`src/hdl/psf_pkg.sv`:
```
package psf_pkg;
    // Register map
    localparam logic [11:0] STATUS_OFFSET = 12'h00D0;
    localparam logic [7:0] STATUS_RESET = 8'h00;
    // Status word field positions
    localparam int CARRY_BIT = 7;
    localparam int HALF_CARRY_BIT = 6;
    localparam int USER0_BIT = 5;
    localparam int BANK_HI_BIT = 4;
    localparam int BANK_LO_BIT = 3;
    localparam int EXCESS_BIT = 2;
    localparam int USER1_BIT = 1;
    localparam int PARITY_BIT = 0;
    // Working register layout
    localparam int REGS_PER_BANK = 8;
    localparam int REG_IDX_W = 3;
    localparam int BANK_W = 2;
    // APB answer timing: one wait cycle in the access phase
    localparam int APB_WAIT_CYCLES = 1;

    // Arithmetic operations that update the flags
    typedef enum logic [2:0] {
        ALU_ADD = 3'b001,
        ALU_ADDC = 3'b010,
        ALU_SUBB = 3'b100
    } psf_alu_op_t;

    // Bit operations on the carry flag
    typedef enum logic [7:0] {
        BIT_SETC = 8'b0000_0001,
        BIT_CLRC = 8'b0000_0010,
        BIT_CPLC = 8'b0000_0100,
        BIT_ANLC = 8'b0000_1000,
        BIT_ANLNC = 8'b0001_0000,
        BIT_ORLC = 8'b0010_0000,
        BIT_ORLNC = 8'b0100_0000,
        BIT_MOVC = 8'b1000_0000
    } psf_bit_op_t;
endpackage

```
`src/hdl/psf_flag_calc.sv`:
```
`timescale 1ns/1ns
// Adder with the carry taps the status flags need; subtract is add of the complement
module psf_flag_calc
    import psf_pkg::*;
(
    // Operands
    input wire logic [7:0] opA,
    input wire logic [7:0] opB,
    input wire logic carryIn,
    input wire logic subtract,
    // Results
    output logic [7:0] sum,
    output logic carryOut,
    output logic halfCarry,
    output logic excess
);
    logic [7:0] bEff;
    logic cEff;
    logic [4:0] lowNib;
    logic [7:0] low7;
    logic [8:0] full;

    // Borrow of a subtract is the inverted carry of the complement add
    always_comb begin
        bEff = subtract ? ~opB : opB;
        cEff = subtract ? ~carryIn : carryIn;
        lowNib = {1'b0, opA[3:0]} + {1'b0, bEff[3:0]} + {4'h0, cEff};
        low7 = {1'b0, opA[6:0]} + {1'b0, bEff[6:0]} + {7'h00, cEff};
        full = {1'b0, opA} + {1'b0, bEff} + {8'h00, cEff};
        sum = full[7:0];
        carryOut = full[8] ^ subtract;
        halfCarry = lowNib[4] ^ subtract;
        excess = low7[7] ^ full[8];
    end
endmodule

```
`src/hdl/psf_bank_map.sv`:
```
`timescale 1ns/1ns
// Maps a working-register index onto the data address of the selected bank
module psf_bank_map
    import psf_pkg::*;
(
    // Clock and reset
    input wire logic mclk,
    input wire logic nrst,
    // Request
    input wire logic [BANK_W-1:0] bank,
    input wire logic [REG_IDX_W-1:0] regIdx,
    // Mapped address
    output logic [7:0] regAddr
);
    logic [7:0] regAddr_r;
    logic [7:0] regAddr_nxt;

    // Bank times eight plus index; bank comes from the stored word, so a change counts next
    always_comb begin
        regAddr_nxt = 8'(bank) * 8'(REGS_PER_BANK) + 8'(regIdx);
    end

    always_ff @(posedge mclk or negedge nrst) begin
        if (!nrst) begin
            regAddr_r <= 8'h00;
        end else begin
            regAddr_r <= regAddr_nxt;
        end
    end

    assign regAddr = regAddr_r;
endmodule

```
`src/hdl/psf_status_word.sv`:
```
`timescale 1ns/1ns
// Processor status word: arithmetic flags, user flags, bank select and parity
module psf_status_word
    import psf_pkg::*;
#(
    parameter int ADDR_W = 12
) (
    // Clock and reset
    input wire logic mclk,
    input wire logic nrst,
    // APB slave
    input wire logic psel,
    input wire logic penable,
    input wire logic pwrite,
    input wire logic [ADDR_W-1:0] paddr,
    input wire logic [31:0] pwdata,
    input wire logic [3:0] pstrb,
    output logic [31:0] prdata,
    output logic pready,
    output logic pslverr,
    // Arithmetic datapath
    input wire logic aluValid,
    input wire logic [2:0] aluOp,
    input wire logic [7:0] aluOpA,
    input wire logic [7:0] aluOpB,
    output logic [7:0] aluSum,
    // Bit datapath
    input wire logic bitValid,
    input wire logic [7:0] bitOp,
    input wire logic bitIn,
    output logic bitOut,
    // Accumulator and working registers
    input wire logic [7:0] accumulator,
    input wire logic [REG_IDX_W-1:0] regIdx,
    output logic [7:0] regAddr,
    // Status word to the core
    output logic [7:0] statusWord
);
    if (ADDR_W < 8 || ADDR_W > 32) begin : g_chk
        $error("psf_status_word: ADDR_W must lie in 8..32");
    end
    // The pready pulse below is built for exactly one wait cycle
    if (APB_WAIT_CYCLES != 1) begin : g_wait_chk
        $error("psf_status_word: the bus answer logic serves one wait cycle only");
    end

    logic [7:1] flags_r;
    logic [7:1] flags_nxt;
    logic parity_r;
    logic parity_nxt;
    logic [7:0] aluSum_r;
    logic [7:0] aluSum_nxt;
    logic bitOut_r;
    logic bitOut_nxt;
    logic pready_r;
    logic pready_nxt;
    logic pslverr_r;
    logic pslverr_nxt;
    logic [31:0] prdata_r;
    logic [31:0] prdata_nxt;
    logic hit;
    logic accept;
    logic swWrite;
    logic [7:0] calcSum;
    logic calcCarry;
    logic calcHalf;
    logic calcExcess;
    logic carryInUse;

    // Address decode; full-width compare so aliases above the map do not hit
    assign hit = (paddr == ADDR_W'(STATUS_OFFSET));
    assign accept = psel && penable && pready_r;
    assign swWrite = accept && pwrite && hit && pstrb[0];

    // ADDC and SUBB feed the stored carry in; ADD does not
    assign carryInUse = (aluOp == ALU_ADD) ? 1'b0 : flags_r[CARRY_BIT];

    psf_flag_calc u_calc (
        .opA(aluOpA),
        .opB(aluOpB),
        .carryIn(carryInUse),
        .subtract(aluOp == ALU_SUBB),
        .sum(calcSum),
        .carryOut(calcCarry),
        .halfCarry(calcHalf),
        .excess(calcExcess)
    );

    psf_bank_map u_bank (
        .mclk(mclk),
        .nrst(nrst),
        .bank(flags_r[BANK_HI_BIT:BANK_LO_BIT]),
        .regIdx(regIdx),
        .regAddr(regAddr)
    );

    // APB answer: one wait cycle, then pready with data and error together
    always_comb begin
        pready_nxt = psel && penable && !pready_r;
        pslverr_nxt = 1'b0;
        prdata_nxt = 32'h0000_0000;
        if (pready_nxt) begin
            pslverr_nxt = !hit;
            if (hit && !pwrite) begin
                prdata_nxt = {24'h00_0000, flags_r, parity_r};
            end
        end
    end

    // Flags: software first, then hardware, so a datapath event wins the flags it updates over a same-cycle write
    always_comb begin
        flags_nxt = flags_r;
        aluSum_nxt = aluSum_r;
        bitOut_nxt = bitOut_r;
        if (swWrite) begin
            flags_nxt = pwdata[7:1];
        end
        if (aluValid) begin
            aluSum_nxt = calcSum;
            flags_nxt[CARRY_BIT] = calcCarry;
            flags_nxt[HALF_CARRY_BIT] = calcHalf;
            flags_nxt[EXCESS_BIT] = calcExcess;
        end else if (bitValid) begin
            unique case (bitOp)
                BIT_SETC: flags_nxt[CARRY_BIT] = 1'b1;
                BIT_CLRC: flags_nxt[CARRY_BIT] = 1'b0;
                BIT_CPLC: flags_nxt[CARRY_BIT] = !flags_r[CARRY_BIT];
                BIT_ANLC: flags_nxt[CARRY_BIT] = flags_r[CARRY_BIT] & bitIn;
                BIT_ANLNC: flags_nxt[CARRY_BIT] = flags_r[CARRY_BIT] & !bitIn;
                BIT_ORLC: flags_nxt[CARRY_BIT] = flags_r[CARRY_BIT] | bitIn;
                BIT_ORLNC: flags_nxt[CARRY_BIT] = flags_r[CARRY_BIT] | !bitIn;
                BIT_MOVC: flags_nxt[CARRY_BIT] = bitIn;
                default: flags_nxt[CARRY_BIT] = flags_r[CARRY_BIT];
            endcase
            bitOut_nxt = flags_nxt[CARRY_BIT];
        end
    end

    // Parity ignores the bus entirely, so a written bit 0 is never stored
    always_comb begin
        parity_nxt = ^accumulator;
    end

    // Register all state
    always_ff @(posedge mclk or negedge nrst) begin
        if (!nrst) begin
            flags_r <= STATUS_RESET[7:1];
            parity_r <= STATUS_RESET[PARITY_BIT];
            aluSum_r <= 8'h00;
            bitOut_r <= 1'b0;
            pready_r <= 1'b0;
            pslverr_r <= 1'b0;
            prdata_r <= 32'h0000_0000;
        end else begin
            flags_r <= flags_nxt;
            parity_r <= parity_nxt;
            aluSum_r <= aluSum_nxt;
            bitOut_r <= bitOut_nxt;
            pready_r <= pready_nxt;
            pslverr_r <= pslverr_nxt;
            prdata_r <= prdata_nxt;
        end
    end

    assign prdata = prdata_r;
    assign pready = pready_r;
    assign pslverr = pslverr_r;
    assign aluSum = aluSum_r;
    assign bitOut = bitOut_r;
    assign statusWord = {flags_r, parity_r};
endmodule

```
`config.mk`:
```
export PLATFORM = sky130hd
export DESIGN_NAME = psf_status_word
export DESIGN_NICKNAME = d
export VERILOG_FILES = /design/src/hdl/psf_pkg.sv /design/src/hdl/psf_flag_calc.sv /design/src/hdl/psf_bank_map.sv /design/src/hdl/psf_status_word.sv
export SDC_FILE = /design/constraint.sdc
export NUM_CORES = 1
export LEC_CHECK = 0
export BUFFER_PORTS_ARGS = -buffer_cell sky130_fd_sc_hd__buf_2
export CORE_MARGIN = 2
export CORE_UTILIZATION = 44
export CTS_CLUSTER_DIAMETER = 30
export DETAILED_ROUTE_END_ITERATION = 6
export PLACE_DENSITY = 0.86
export SLEW_MARGIN = 10
export SYNTH_ARGS = -nofsm -noshare
export SYNTH_HDL_FRONTEND = slang
export SYNTH_SLANG_ARGS = --single-unit
export TNS_END_PERCENT = 10
```
`constraint.sdc`:
```
create_clock -name mclk -period 6.4 [get_ports mclk]
set_clock_uncertainty 0.2 [all_clocks]
set_input_delay 1.28 -clock mclk [delete_from_list [all_inputs] [get_ports mclk]]
set_output_delay 1.28 -clock mclk [all_outputs]
set_load 0.02 [all_outputs]
```
==> results.md <==
- Top-level I/O count: 153
- Critical path peak fanout: 10
- Global-route usage over all layers: 15.85%
- Number of buffers inserted during clock tree synthesis: 5
- Number of logic stages on the critical path including buffering: 13
- Via Count: 1,706
- Clock tree buffer depth: 2
- Total detailed-routing wirelength: 4186 µm
- Arrival @ worst endpoint: 3740 ps
- H-tree depth: 2
- Vertical die dimension: 72.60 µm
- Layout overhead on the synthesized area: 26.34%
- Fin util: 58.87%
- Maximum clock rate: 0.2646 GHz
- Via-to-Cell Ratio: 4.806
- Category of cells accounting for the largest share of critical-path delay: adder cells
- Final RePlAce weighted congestion: 0.8927
- Cell area after layout: 2616 µm²
- Prevailing post-synth register cell: sky130_fd_sc_hd__dfrtp_1
- Most frequent CP cell: sky130_fd_sc_hd__fa_1
- Largest vdd supply drop: 124.6 µV
- Async S/R FF share, synth: 100.0%
- Largest net degree at the start of global routing: 33
- Diode count: 0
- Latest clock arrival within the worst-skew pair: 280 ps
- Placement Cell Area: 2509 µm²
- Average wire per standard cell: 11.79 µm
- Wire length of the first global-routing pass: 6555 µm
- Leakage power: 1.397 nW
- 1st-iter DRT viols: 28
- Setup repair after global routing missed its margin: no
- Switching power of the nets: 0.2080 mW
- Number of register bits inferred by synthesis: 32
- Number of cell rows: 24
- Run status: completed
- R2R cell count: 12
- Number of global-route vias before repair: 1,561
- Kind of critical path: in2reg
- Clock edge transition at the registers on the reported setup and hold paths: 60 ps
- Shortest clock period the worst path allows after layout: 3779 ps
- Port Buf Inserts: 97
- Fraction of final layout cells with drive strength greater than 1: 40.92%
- Hold Path Stages: 0
- Startpoint class of the critical path: input port
- Relative contribution of the clock network to total power: 28.9%
- Class of the tightest hold or removal check: reg2reg
- Yosys warning total: 0
- Hold violation total from the final report: 0
- GRT Residual Overflow: 0
- Total power: 0.6378 mW
- Clock root buffer master: sky130_fd_sc_hd__clkbuf_8
- Final critical-path share of the clock period: 59.04%
- Slew at the pin with the worst max-slew slack: 980.8 ps
- Endpoint type of the worst setup path: register
- Sum of negative setup slack: 0 ps
- Share of synthesized area occupied by flip-flops and latches: 38.67%
- DIE WIDTH: 72.60 µm
- Areal power density over the cells: 243.8 nW/µm²
- Worst path slowest cell: sky130_fd_sc_hd__fa_1
- Pins Over Slew Limit: 0
- Post-synth EDFFs: 0
- Die area: 5271 µm²
- Post-synthesis area per instance: 10.25 µm²
- Worst stage delay on the critical path: 420 ps
- Area of the core: 4444 µm²
- Gate count of the mapped netlist: 202
- Number of setup buffers added after CTS: 0
- Number of routed nets with antenna violations: 0
- Final routed DRC violation total: 0
- Resize count post-CTS: 0
- Logic gate share of total power: 32.7%
- Worst slew margin relative to its limit: 34.01%
- Half-perimeter wire length of the detailed placement result: 3427 µm
- Share of total power consumed by net switching: 32.61%
- Summed instance area of the synthesized netlist: 2071 µm²
- CP cell instances: buf_2 -> nor3_2 -> buf_4 -> xor2_1 -> fa_1 -> inv_1 -> fa_1 -> nor2b_1 -> o31ai_1 -> nand2b_1 -> a21oi_1 -> xnor2_1 -> mux2_2
- Starting utilization of the core area: 46.59%
- MaxCap Viol Count: 0
- Initial antenna violation count: 0
- Synth unique cells: 40
- Clock tree from TritonCTS: done
- Total buffers and inverters traversed by the critical path: 3
- Worst hold-check slack: 209.6 ps
- Net total in the final layout: 405
- Fraction of power consumed by sequential logic: 38.4%
- Total setup violations reported at the end of the flow: 0
- Required time of the worst setup path: 6360 ps
- Internal Power: 0.4298 mW
- Drt first pass iters: 4
- Count of hold-fix buffers inserted at cts: 0
- Total number of clock tree sinks: 32
## kinds of logic (layout without fill, tap and decap cells)
| family | after synthesis | after routing | share of synthesized area [%] |
|---|---|---|---|
| buf+inv | 40 | 115 | 12.39 |
| xor+xnor | 24 | 24 | 10.15 |
| compound gates | 33 | 33 | 10.33 |
| mux | 14 | 14 | 7.372 |
| simple gates | 49 | 49 | 14.74 |
| other cells | 1 | 27 | 0.1811 |
| fa+ha+maj | 9 | 9 | 6.163 |
| flops | 32 | 32 | 38.67 |
## worst paths after layout
kind                                                     to  slack, ps              startpoint
worst max-delay path                  aluSum[6]$_DFFE_PN0P_       2620                aluOp[1]
worst min-delay path            u_bank.regAddr[3]$_DFF_PN0_        210  flags_r[3]$_DFFE_PN0P_
worst max register to register        aluSum[6]$_DFFE_PN0P_       3480  flags_r[7]$_DFFE_PN0P_
worst min register to register  u_bank.regAddr[3]$_DFF_PN0_        210  flags_r[3]$_DFFE_PN0P_
max in group asynchronous            flags_r[4]$_DFFE_PN0P_       4720                    nrst
min in group asynchronous       u_bank.regAddr[1]$_DFF_PN0_        840                    nrst
## sequential cells by signal, summed over array words and instances, names as in the netlist
signal,flops
aluSum,8
u_bank.regAddr,5
bitOut,1
flags_r,7
prdata,8
pready,1
parity_r,1
pslverr,1
## cell type report
| type | count | area, µm² |
|---|---|---|
| fill | 400 | 1828 |
| timing repair buffer | 98 | 493.0 |
| clock inverter | 2 | 35.03 |
| inverter | 9 | 33.78 |
| clock buffer | 6 | 72.57 |
| sequential | 32 | 800.8 |
| multi-input combinational | 156 | 1116 |
| tap | 52 | 65.06 |
## synth_stat cells (2+ instances only)
library cell	number	share of area [%]
sky130_fd_sc_hd__buf_4	28	10
sky130_fd_sc_hd__xor2_1	13	5.5
sky130_fd_sc_hd__dfrtp_1	32	39
sky130_fd_sc_hd__nor2b_1	4	1.2
sky130_fd_sc_hd__mux2i_1	4	1.9
sky130_fd_sc_hd__nor2_1	11	2.0
sky130_fd_sc_hd__and2_1	8	2.4
sky130_fd_sc_hd__o21ai_0	8	1.9
sky130_fd_sc_hd__nand3_1	2	0.48
sky130_fd_sc_hd__nor4b_2	2	1.5
sky130_fd_sc_hd__xnor2_1	11	4.7
sky130_fd_sc_hd__ha_1	7	4.2
sky130_fd_sc_hd__nor4_1	3	0.91
sky130_fd_sc_hd__mux2_2	10	5.4
sky130_fd_sc_hd__o22ai_1	3	0.91
sky130_fd_sc_hd__fa_1	2	1.9
sky130_fd_sc_hd__nand2_1	7	1.3
sky130_fd_sc_hd__clkbuf_1	2	0.36
sky130_fd_sc_hd__o21bai_1	3	1.1
sky130_fd_sc_hd__a21oi_1	9	2.2
sky130_fd_sc_hd__inv_1	9	1.6
sky130_fd_sc_hd__o21a_1	2	0.72
sky130_fd_sc_hd__nand2b_1	2	0.60
sky130_fd_sc_hd__nor3_1	4	0.97
## routing by layer
metal	track usage [%]	share of wire, %
met4	5.967	1.2
met3	4.558	7.6
met1	17.29	41
met5	0	0
met2	28.89	51
## power by group through the flow
stage               sequential [mW]  clock (mW)  combinational [mW]
finish                        0.245       0.184               0.208
global route                  0.249       0.200               0.229
CTS                           0.246       0.191               0.210
detailed placement            0.248           0               0.210
global placement              0.248           0               0.204
floorplan                     0.277           0               0.123
## layout by cell type, fill, tap and decap left out, types with 8 or more instances in the layout
cell type	count
sky130_fd_sc_hd__a21oi_1	9
sky130_fd_sc_hd__and2_1	8
sky130_fd_sc_hd__buf_2	97
sky130_fd_sc_hd__conb_1	27
sky130_fd_sc_hd__dfrtp_1	32
sky130_fd_sc_hd__inv_1	9
sky130_fd_sc_hd__mux2_2	10
sky130_fd_sc_hd__nor2_1	11
sky130_fd_sc_hd__o21ai_0	8
sky130_fd_sc_hd__xnor2_1	11
sky130_fd_sc_hd__xor2_1	13
## stage by stage
stage | setup slack, ps | cells
final | 2621 | 355
after global routing | 2446 | 355
after CTS | 2602 | 355
after detailed placement | 2317 | 347
after global placement | 2345 | 347
after floorplan | 2686 | 228
(Power assumes the default switching activity.)
